## src/core/bfs_pkg.sv

```systemverilog
// Package of constants, types and register map for the breaker failure supervisor
package bfs_pkg;

	// Register word offsets
	localparam logic [3:0]  BFS_OFS_CTRL   = 4'h0;
	localparam logic [3:0]  BFS_OFS_THRESH = 4'h1;
	localparam logic [3:0]  BFS_OFS_DELAY  = 4'h2;
	localparam logic [3:0]  BFS_OFS_STAT   = 4'h3;
	localparam logic [3:0]  BFS_OFS_IRQ_ST = 4'h4;
	localparam logic [3:0]  BFS_OFS_IRQ_EN = 4'h5;
	localparam logic [3:0]  BFS_OFS_IRQ_CL = 4'h6;
	localparam logic [3:0]  BFS_OFS_ACK    = 4'h7;

	// Field positions
	localparam int          BFS_CTRL_SCHEME_LSB = 0;
	localparam int          BFS_CTRL_TRIGEN_LSB = 4;
	localparam int          BFS_ACK_LOCK_BIT    = 0;

	// Reset values
	localparam logic [1:0]  BFS_SCHEME_RST = 2'h0;
	localparam logic [3:0]  BFS_TRIGEN_RST = 4'hf;
	localparam logic [15:0] BFS_THRESH_RST = 16'h0100;
	localparam logic [31:0] BFS_DELAY_RST  = 32'h0000_c350;

	// Interrupt event bits
	localparam int          BFS_EV_START   = 0;
	localparam int          BFS_EV_FAIL    = 1;
	localparam int          BFS_EV_REJECT  = 2;
	localparam int          BFS_EV_N       = 3;

	typedef enum logic [1:0]
	{
		BFS_SCH_CURRENT  = 2'b00,
		BFS_SCH_POSITION = 2'b01,
		BFS_SCH_COMBINED = 2'b10
	} bfs_scheme_t;

	typedef enum logic [1:0]
	{
		BFS_ST_STANDBY  = 2'b00,
		BFS_ST_RUNNING  = 2'b01,
		BFS_ST_REJECTED = 2'b10,
		BFS_ST_FAILED   = 2'b11
	} bfs_state_t;

	// Avalon-MM slave request
	typedef struct packed
	{
		logic [3:0]  address;
		logic        read;
		logic        write;
		logic [31:0] writedata;
	} bfs_avm_req_t;

	// Breaker measurement and position inputs
	typedef struct packed
	{
		logic [15:0] current;
		logic        pos_open;
		logic        pos_closed;
	} bfs_breaker_t;

endpackage : bfs_pkg

```

## src/core/bfs_supervisor.sv

```systemverilog
// Breaker failure supervisor with Avalon-MM register slave
//
// Summary of operation
// - Any enabled trigger starts the supervision timer, whatever scheme is chosen.
// - Current scheme: failure if current stays at or above threshold until expiry.
// - Position scheme: failure if position never shows open before expiry.
// - Combined scheme: failure only if current high and position not open.
// - A global scheme field selects current, position or combined detection.
// - Failure trip drives a relay output and is readable over the bus.
// - Timer keeps running after the trigger drops.
// - Timer stops as soon as opening is seen under the selected scheme.
// - After opening with triggers active, stay rejected until all enabled triggers drop.
// - A lockout latches with the trip and holds until acknowledged.
//
// Local design decisions: the address map and the Avalon-MM register port.
`timescale 1ns/1ps
module bfs_supervisor
	import bfs_pkg::*;
(
	// Clock and reset
	input  wire logic                  sys_clk_i,
	input  wire logic                  sys_rst_i,
	// Avalon-MM slave
	input  wire bfs_pkg::bfs_avm_req_t avs_req_i,
	output logic [31:0]                avs_readdata_o,
	output logic                       avs_waitrequest_o,
	// Protection inputs
	input  wire logic [3:0]            trigger_i,
	input  wire bfs_pkg::bfs_breaker_t breaker_i,
	// Protection outputs
	output logic                       failure_trip_o,
	output logic                       lockout_o,
	output logic                       irq_o
);
	typedef struct packed
	{
		bfs_state_t        state;
		logic [1:0]        scheme;
		logic [3:0]        trig_en;
		logic [15:0]       thresh;
		logic [31:0]       delay;
		logic              trip;
		logic              lockout;
		logic [BFS_EV_N-1:0] irq_st;
		logic [BFS_EV_N-1:0] irq_en;
		logic              irq;
		logic              ack_done;
		logic [31:0]       rdata;
	} bfs_core_state_t;

	bfs_core_state_t st_reg;
	bfs_core_state_t st_next;

	logic tmr_load;
	logic tmr_stop;
	logic tmr_running;
	logic tmr_expired;
	logic triggered;
	logic opened;
	logic [BFS_EV_N-1:0] ev;
	logic bus_take;
	logic bus_commit;

	// Opening test for a given scheme
	function automatic logic breaker_opened(input logic [1:0] sch, input bfs_breaker_t b,
		input logic [15:0] th);
		logic cur_low;
		logic pos_open;
		cur_low  = (b.current < th);
		pos_open = b.pos_open && !b.pos_closed;
		unique case (sch)
			BFS_SCH_CURRENT:  breaker_opened = cur_low;
			BFS_SCH_POSITION: breaker_opened = pos_open;
			BFS_SCH_COMBINED: breaker_opened = cur_low || pos_open;
			default:          breaker_opened = cur_low;
		endcase
	endfunction : breaker_opened

	assign triggered = |(trigger_i & st_reg.trig_en);
	assign opened    = breaker_opened(st_reg.scheme, breaker_i, st_reg.thresh);
	assign tmr_load  = (st_reg.state == BFS_ST_STANDBY) && triggered;
	assign tmr_stop  = (st_reg.state == BFS_ST_RUNNING) && opened;

	// Access taken while waitrequest high, committed when it drops
	assign bus_take   = (avs_req_i.read || avs_req_i.write) && !st_reg.ack_done;
	assign bus_commit = avs_req_i.write && st_reg.ack_done;

	// Supervision timer
	bfs_timer u_timer
	(
		.sys_clk_i (sys_clk_i),
		.sys_rst_i (sys_rst_i),
		.load_i    (tmr_load),
		.stop_i    (tmr_stop),
		.delay_i   (st_reg.delay),
		.running_o (tmr_running),
		.expired_o (tmr_expired)
	);

	always_comb
	begin
		st_next          = st_reg;
		st_next.ack_done = 1'b0;
		ev               = '0;

		unique case (st_reg.state)
			BFS_ST_STANDBY:
			begin
				if (triggered)
				begin
					st_next.state     = BFS_ST_RUNNING;
					ev[BFS_EV_START]  = 1'b1;
				end
			end
			BFS_ST_RUNNING:
			begin
				// Trigger loss ignored while timing
				if (opened)
				begin
					st_next.state     = BFS_ST_REJECTED;
					ev[BFS_EV_REJECT] = 1'b1;
				end
				else if (tmr_expired)
				begin
					st_next.state     = BFS_ST_FAILED;
					st_next.trip      = 1'b1;
					st_next.lockout   = 1'b1;
					ev[BFS_EV_FAIL]   = 1'b1;
				end
			end
			BFS_ST_REJECTED:
			begin
				if (!triggered)
				begin
					st_next.state = BFS_ST_STANDBY;
				end
			end
			BFS_ST_FAILED:
			begin
				// Trip held while triggers persist and breaker still not open
				if (!triggered || opened)
				begin
					st_next.trip  = 1'b0;
					st_next.state = triggered ? BFS_ST_REJECTED : BFS_ST_STANDBY;
				end
			end
		endcase

		// Unmapped offsets read as zero and ignore writes
		// One wait cycle; read data registered for the answer cycle
		if (bus_take)
		begin
			st_next.ack_done = 1'b1;
			st_next.rdata    = 32'h0000_0000;
			if (avs_req_i.read)
			begin
				unique case (avs_req_i.address)
					BFS_OFS_CTRL:   st_next.rdata = {24'h0, st_reg.trig_en, 2'h0, st_reg.scheme};
					BFS_OFS_THRESH: st_next.rdata = {16'h0, st_reg.thresh};
					BFS_OFS_DELAY:  st_next.rdata = st_reg.delay;
					BFS_OFS_STAT:   st_next.rdata = {26'h0, tmr_running, st_reg.lockout,
						st_reg.trip, 1'b0, st_reg.state};
					BFS_OFS_IRQ_ST: st_next.rdata = {29'h0, st_reg.irq_st};
					BFS_OFS_IRQ_EN: st_next.rdata = {29'h0, st_reg.irq_en};
					default:        st_next.rdata = 32'h0000_0000;
				endcase
			end
		end

		// Write lands on the edge that completes the transfer
		if (bus_commit)
		begin
			unique case (avs_req_i.address)
				BFS_OFS_CTRL:
				begin
					st_next.scheme  = avs_req_i.writedata[BFS_CTRL_SCHEME_LSB +: 2];
					st_next.trig_en = avs_req_i.writedata[BFS_CTRL_TRIGEN_LSB +: 4];
				end
				BFS_OFS_THRESH: st_next.thresh = avs_req_i.writedata[15:0];
				BFS_OFS_DELAY:  st_next.delay  = avs_req_i.writedata;
				BFS_OFS_IRQ_EN: st_next.irq_en = avs_req_i.writedata[BFS_EV_N-1:0];
				BFS_OFS_IRQ_CL:
					st_next.irq_st = st_reg.irq_st & ~avs_req_i.writedata[BFS_EV_N-1:0];
				BFS_OFS_ACK:
					// A failure in the same cycle keeps the lockout
					if (avs_req_i.writedata[BFS_ACK_LOCK_BIT] && !ev[BFS_EV_FAIL])
					begin
						st_next.lockout = 1'b0;
					end
				default: ;
			endcase
		end

		// Set wins over clear
		st_next.irq_st = st_next.irq_st | ev;
		st_next.irq    = |(st_next.irq_st & st_next.irq_en);
	end

	always_ff @(posedge sys_clk_i)
	begin
		if (sys_rst_i)
		begin
			// Configuration fields come up at their defaults
			st_reg         <= '0;
			st_reg.state   <= BFS_ST_STANDBY;
			st_reg.scheme  <= BFS_SCHEME_RST;
			st_reg.trig_en <= BFS_TRIGEN_RST;
			st_reg.thresh  <= BFS_THRESH_RST;
			st_reg.delay   <= BFS_DELAY_RST;
		end
		else
		begin
			st_reg <= st_next;
		end
	end

	assign avs_readdata_o    = st_reg.rdata;
	assign avs_waitrequest_o = !st_reg.ack_done;
	assign failure_trip_o    = st_reg.trip;
	assign lockout_o         = st_reg.lockout;
	assign irq_o             = st_reg.irq;

endmodule : bfs_supervisor

```

## src/core/bfs_timer.sv

```systemverilog
// Supervision down-counter loaded with the configured delay
`timescale 1ns/1ps
module bfs_timer
(
	// Clock and reset
	input  wire logic        sys_clk_i,
	input  wire logic        sys_rst_i,
	// Control
	input  wire logic        load_i,
	input  wire logic        stop_i,
	input  wire logic [31:0] delay_i,
	// Status
	output logic             running_o,
	output logic             expired_o
);
	typedef struct packed
	{
		logic [31:0] count;
		logic        running;
		logic        expired;
	} bfs_tmr_state_t;

	bfs_tmr_state_t st_reg;
	bfs_tmr_state_t st_next;

	always_comb
	begin
		st_next         = st_reg;
		st_next.expired = 1'b0;
		if (load_i)
		begin
			st_next.count   = delay_i;
			st_next.running = 1'b1;
		end
		else if (stop_i)
		begin
			st_next.running = 1'b0;
		end
		else if (st_reg.running)
		begin
			if (st_reg.count <= 32'h0000_0001)
			begin
				st_next.count   = 32'h0000_0000;
				st_next.running = 1'b0;
				st_next.expired = 1'b1;
			end
			else
			begin
				st_next.count = st_reg.count - 32'h0000_0001;
			end
		end
	end

	always_ff @(posedge sys_clk_i)
	begin
		if (sys_rst_i)
		begin
			st_reg <= '0;
		end
		else
		begin
			st_reg <= st_next;
		end
	end

	assign running_o = st_reg.running;
	assign expired_o = st_reg.expired;

endmodule : bfs_timer

```

## config.mk

```make
export PLATFORM = sky130hd
export DESIGN_NAME = bfs_supervisor
export DESIGN_NICKNAME = d
export VERILOG_FILES = /design/src/core/bfs_pkg.sv /design/src/core/bfs_supervisor.sv /design/src/core/bfs_timer.sv
export SDC_FILE = /design/constraint.sdc
export NUM_CORES = 1
export LEC_CHECK = 0
export ABC_AREA = 1
export BUFFER_PORTS_ARGS = -buffer_cell sky130_fd_sc_hd__buf_2
export CAP_MARGIN = 20
export CELL_PAD_IN_SITES_DETAIL_PLACEMENT = 1
export CELL_PAD_IN_SITES_GLOBAL_PLACEMENT = 1
export CORE_AREA = 2 2 111 166
export DETAILED_ROUTE_END_ITERATION = 8
export DIE_AREA = 0 0 113 168
export PLACE_DENSITY_LB_ADDON = 0.1
export SLEW_MARGIN = 20
export SYNTH_ARGS = -nofsm -noshare
export SYNTH_HDL_FRONTEND = slang
export SYNTH_HIERARCHICAL = 1
export SYNTH_SLANG_ARGS = --single-unit
```

## constraint.sdc

```tcl
create_clock -name sys_clk_i -period 2.9 [get_ports sys_clk_i]
set_input_delay 0 -clock sys_clk_i [delete_from_list [all_inputs] [get_ports sys_clk_i]]
set_output_delay 0 -clock sys_clk_i [all_outputs]
set_load 0.05 [all_outputs]
```

* Word level (Yosys, flattened, before mapping) *
Cells that the tools add are included.

operators by class
  $lt $le $gt $ge = 2
  reductions and logical operators = 26
  $add $sub $neg = 1
  divide/modulo/power cells = 0
  multipliers = 0
  eq/ne operators = 19
  muxes and demuxes = 33
  shifts and indexed selects = 0
  bitwise operators = 6

operators with widths
  cell                   number
  $pmux 32 s6            1
  $mux 32                3
  $mux 33                2
  $mux 34                1
  $le 32x1->1 const B    1
  $sub 32x1->32 const B  1
  $mux 2                 10
  $eq 4x3->1 const B     4
  $lt 16x16->1           1
  $mux 1                 10
  $ne 2x2->1 const B     5
  $eq 4x2->1 const B     2
  $pmux 2 s4             1
  $reduce_and 2->1       4
  $reduce_and 4->1       2
  $reduce_or 4->1        2
  $mux 7                 1
  $and 3x3->3            2
  $eq 2x2->1 const B     3
  $logic_and 1x1->1      6
  $mux 3                 2
  $and 4x4->4            1
  $eq 2x1->1 const B     2
  $eq 4x1->1 const B     1
  12 further kinds       19

word-level totals
  bits in writable memories = 0
  ROM bits = 0
  register bits after elaboration = 132
  memories = 0
  input port bits = 62
  latch bits = 0
  word-level logic and storage cells = 102

* Logic depth before layout (Yosys ltp) *
  word-level depth = 14
  gate-level depth with buffers = 22

* Modules after synthesis *
The synthesis kept the hierarchy.

by module, submodules not included
  module          cells each  area each (sq um)  times used
  bfs_supervisor  610         4604.4             1
  bfs_timer       404         2463.6             1

* Least setup slack after synthesis *
No wires, ideal clock.

  path type = register to register
  start point = register st_reg[79] (netlist bit)
  end point = register u_timer/st_reg[10] (netlist bit)
  cell stages (with the launch flop) = 20
  library setup time = 87 ps
  clock period less this slack = 2389 ps
  buffers on the path = 2
  path slack = 511 ps
  arrival = 2302 ps
  data required time = 2813 ps
  cell sequence = dfxtp_1 -> inv_1 -> ha_1 -> a21oi_1 -> nor2_1 -> nor3_1 -> nand2_1 -> nand2_1 -> nand2_1 -> nand2_1 -> nand2_2 -> nor2_1 -> inv_2 -> nand2_1 -> nand2_1 -> buf_2 -> buf_6 -> o21ai_0 -> nand2_1 -> o31ai_1

between the ends
  cells in the longest elaborated chain, start to end = 6

ends and longest elaborated chain
  what                                 RTL line               text
  start, declared                      bfs_supervisor.sv:51   bfs_core_state_t st_reg;
  start signal, assigned               bfs_supervisor.sv:213  st_reg <= st_next;
  $lt 16x16->1 *                       bfs_supervisor.sv:69   cur_low = (b.current < th);
  $logic_or 1x1->1                     bfs_supervisor.sv:74   BFS_SCH_COMBINED: breaker_opened = cur_low || pos_open;
  $pmux 1 s2 *                         bfs_supervisor.sv:71   unique case (sch)
  $logic_and 1x1->1 *                  bfs_supervisor.sv:82   assign tmr_stop = (st_reg.state == BFS_ST_RUNNING) && opened;
  via tmr_stop                         bfs_supervisor.sv:55   logic tmr_stop;
  $ne 2x2->1 (no source line) *        -
  $reduce_and 2->1 (no source line) *  -
  end signal, assigned                 bfs_timer.sv:62        st_reg <= st_next;
  end, declared                        bfs_timer.sv:23        bfs_tmr_state_t st_reg;

The timed path passes the listed nets; every way through them passes the cells marked *.
A chain may end at the register's enable or synchronous reset.

* Final worst setup path *
  start point = register st_reg[89] (netlist bit)
  end point = register u_timer/st_reg[18] (netlist bit)

Same word-level chain as after synthesis.

==> reports/results.tsv <==
stage	metric	value	unit
placed_design	Area after DPL	7460	sq um
timing	Min Clock Period, post-route	2.55	ns
timing	post-route setup slack	0.355	ns
placed_design	pre-CTS WS	0.334	ns
clock_tree	clk sinks	132	
clock_tree	Root Driver	clkbuf_16	
final_layout	multi-input logic area	3590	sq um
clock_tree	Bufs on Longest Clock Path	2	
route	Vias/cell	5.17	
setup_path	worst r2r src	st_reg[89]	
floorplan	Die Area	19000	sq um
grt	first-pass GRT wire length	36.8	mm
synth	xor/xnor share of the synthesized area	1.86	%
synth	mux contribution to synthesized area	0	%
timing	Fmax achieved	393	MHz
final_layout	Seq. cell area	2640	sq um
setup_path	CP startpoint kind	flip-flop	
route	drt first pass iters	6	
synth	Seq/Total Area, Yosys	37.4	%
timing	Tightest Pin Transition	0.861	ns
floorplan	Die Y	168	um
synth	synthesized area	7070	sq um
setup_path	RR Endpoint	u_timer/st_reg[18]	
setup_path	CP Class	flip-flop to flip-flop	
synth	Area contributors post-synth	dfxtp_1, nand2_1, a21oi_1	
synth	most frequent cell after synthesis	nand2_1	
placed_design	Final HPWL DP	16.7	mm
setup_path	critical path endpoint category	flip-flop	
timing	final setup vio count	0	
route	DRC viols	2	
route	DRT Wirelength	22.9	mm
synth	Adder-Cell Fraction of Synth Area	3.36	%
synth	syn_nets	1095	
setup_path	Required @ worst endpoint	3.20	ns
route	wire per inst	17.2	um
outcome	status	complete, but fails checks	
synth	Synth Warn #	6	
synth	ys async rst share	0	%
route	DR iter-0 viols	287	
synth	Primary FF master, synth	dfxtp_1	
synth	post-synthesis simple-gate area fraction	27.2	%
timing	total negative slack	0	ns
clock_tree	H-tree depth	4	
setup_path	Worst Path Max Fanout	17	
clock_tree	clk_lat worst skew	0.43	ns
placed_design	Placed Instances	1265	
clock_tree	CTS clock-pin slew for the worst setup and hold paths	0.06	ns
floorplan	Die X	113	um
final_layout	layout cells sized above 1	17.3	%
power_and_ir_drop	Power Dens Cells	810	nW/um^2
setup_path	reg2reg setup slack	0.35	ns
grt	vias in the first global route	7266	
setup_path	Crit. Startpoint	st_reg[89]	
final_layout	Synth-to-Final Area Change	18.9	%
floorplan	row cnt	60	
placed_design	Port Buffers	97	
timing	final count of pins violating max slew	0	
synth	synthesis-stage register bit count	132	
clock_tree	CTS Buf Count	17	
timing	Hold Violations, Final	0	
power_and_ir_drop	leak pwr	3.64	nW
final_layout	Final Instance Area	8400	sq um
grt	initial antenna violation count	0	
setup_path	Worst EP arrival	2.84	ns
clock_tree	setup bufs post-CTS	0	
timing	Slew Limit Headroom	42.5	%
synth	most frequent cells after synthesis	nand2_1, dfxtp_1, nor2_1	
timing	Setup Skew	0.0126	ns
min_path	Hold WC Path Type	primary input to flip-flop	
synth	Avg Inst Size Synth	6.97	sq um
timing	RSZ-0062 raised after global routing	false	
setup_path	CP endpoint	u_timer/st_reg[18]	
final_layout	Largest register FFs	63	
final_layout	final-layout fill cell count	2327	
power_and_ir_drop	VDD IR max	0.372	mV
final_layout	post-layout utilization of the core	47.4	%
floorplan	IO Count	98	
final_layout	nets	1181	
synth	Cell variety after synth	40	
grt	grt ovf	0	
synth	compound-cell area share of the yosys netlist	18.3	%
floorplan	core area	17700	sq um
grt	largest net degree at the start of global routing	60	
timing	worst hold margin	0.0918	ns
route	Antenna Violating Nets Remaining	0	
final_layout	Antenna Cells	0	
clock_tree	CTS tree	done	
synth	Synth area leader	dfxtp_1	
placed_design	GPL Wtd Cong	0.875	
power_and_ir_drop	total power	6.81	mW
final_layout	Post-Layout Cell Count	1330	
timing	final worst-path cycle share	87.8	%
synth	number of synthesized flops with an enable pin	0	
route	Vias	6872	
synth	largest family of logic cells by synthesized area	simple AND/OR/NAND/NOR gates	
floorplan	Starting Density	39.9	%
setup_path	reg2reg path depth	18	
synth	top-area cell type share of the netlist area	37.4	%
grt	overall routing resource usage	24.6	%
synth	Cells after Synth	1014	
flow_run	Max Cap Violations	0	
outcome	violated checks	DRC	
-- cell usage in the layout, fill, tap and decap left out, drive strengths merged, types with 2 or more instances in the layout --
| master | instances |
|---|---|
| a22o | 3 |
| nor3 | 3 |
| bufinv | 2 |
| clkbuf | 18 |
| nand4 | 12 |
| o31ai | 5 |
| dfxtp | 132 |
| buf | 105 |
| clkinv | 6 |
| o21ai | 100 |
| nor4 | 2 |
| o21bai | 2 |
| nor2 | 137 |
| dlygate4sd3 | 33 |
| a32o | 2 |
| o22ai | 12 |
| o2111ai | 2 |
| xor2 | 15 |
| inv | 113 |
| a21oi | 99 |
| nand3b | 2 |
| ha | 19 |
| o211ai | 2 |
| nand3 | 48 |
| nand2 | 234 |
-- area by class of cell --
class / instances / share of cell area (%)
tap: 217 / 3.23
timing repair buffer: 138 / 10.6
clock buffer: 18 / 5.23
multi-input combinational: 703 / 42.7
sequential: 132 / 31.4
clock inverter: 14 / 1.97
inverter: 108 / 4.84
-- per-layer routing --
metal  wire [um]  track usage (%)  up-vias
met1        9060             26.7     3279
met4         711             10.0        0
met3         535             3.38       40
met2       12500             47.2      108
met5           0                0        -
li1            -                -     3445
-- timing repair --
action | 4_1_cts | 5_1_grt
endpoints found under the hold margin | 65 | 0
resized for setup | 0 | 1
endpoints found under the setup margin | 0 | 1
hold buffers | 33 | 0
-- worst min-delay path by stage --
stage          cells past startpoint          to          start  slack (ns)
2_1_floorplan                      2  st_reg[46]   avs_req_i[4]        0.13
3_3_place_gp                       3  st_reg[67]  avs_req_i[25]        0.23
3_5_place_dp                       3  st_reg[67]  avs_req_i[25]        0.24
4_1_cts                            5   lockout_o  avs_req_i[37]        0.08
5_1_grt                            5   lockout_o  avs_req_i[37]        0.14
6_report                           6   lockout_o  avs_req_i[34]        0.09
-- where the power goes --
part	leakage, nW	internal, mW	switching (mW)
clock network	0.296	1.31	0.914
logic	2.28	0.758	1.71
registers	1.07	1.95	0.156
-- worst max-delay path, stage by stage (launching register included) --
cell	delay [ns]
dfxtp_1	0.31
inv_1	0.06
ha_1	0.29
nand2_1	0.06
inv_1	0.05
nand3_1	0.09
nor3_1	0.28
nand2_1	0.10
nand2_1	0.07
nand2_1	0.06
nand2_2	0.13
nor2_1	0.08
inv_2	0.09
nand2_1	0.07
nand2_1	0.13
buf_4	0.24
o21ai_0	0.10
nor2_1	0.14
nor2_1	0.06
-- cells by family after synthesis --
kind of cell,after synthesis
flip-flops,132
XOR/XNOR,15
AO/OA/AOI/OAI,231
buffers and inverters,179
adder cells (fa/ha/maj),19
AND/OR/NAND/NOR,438
Power figures use the tool's default switching activity.
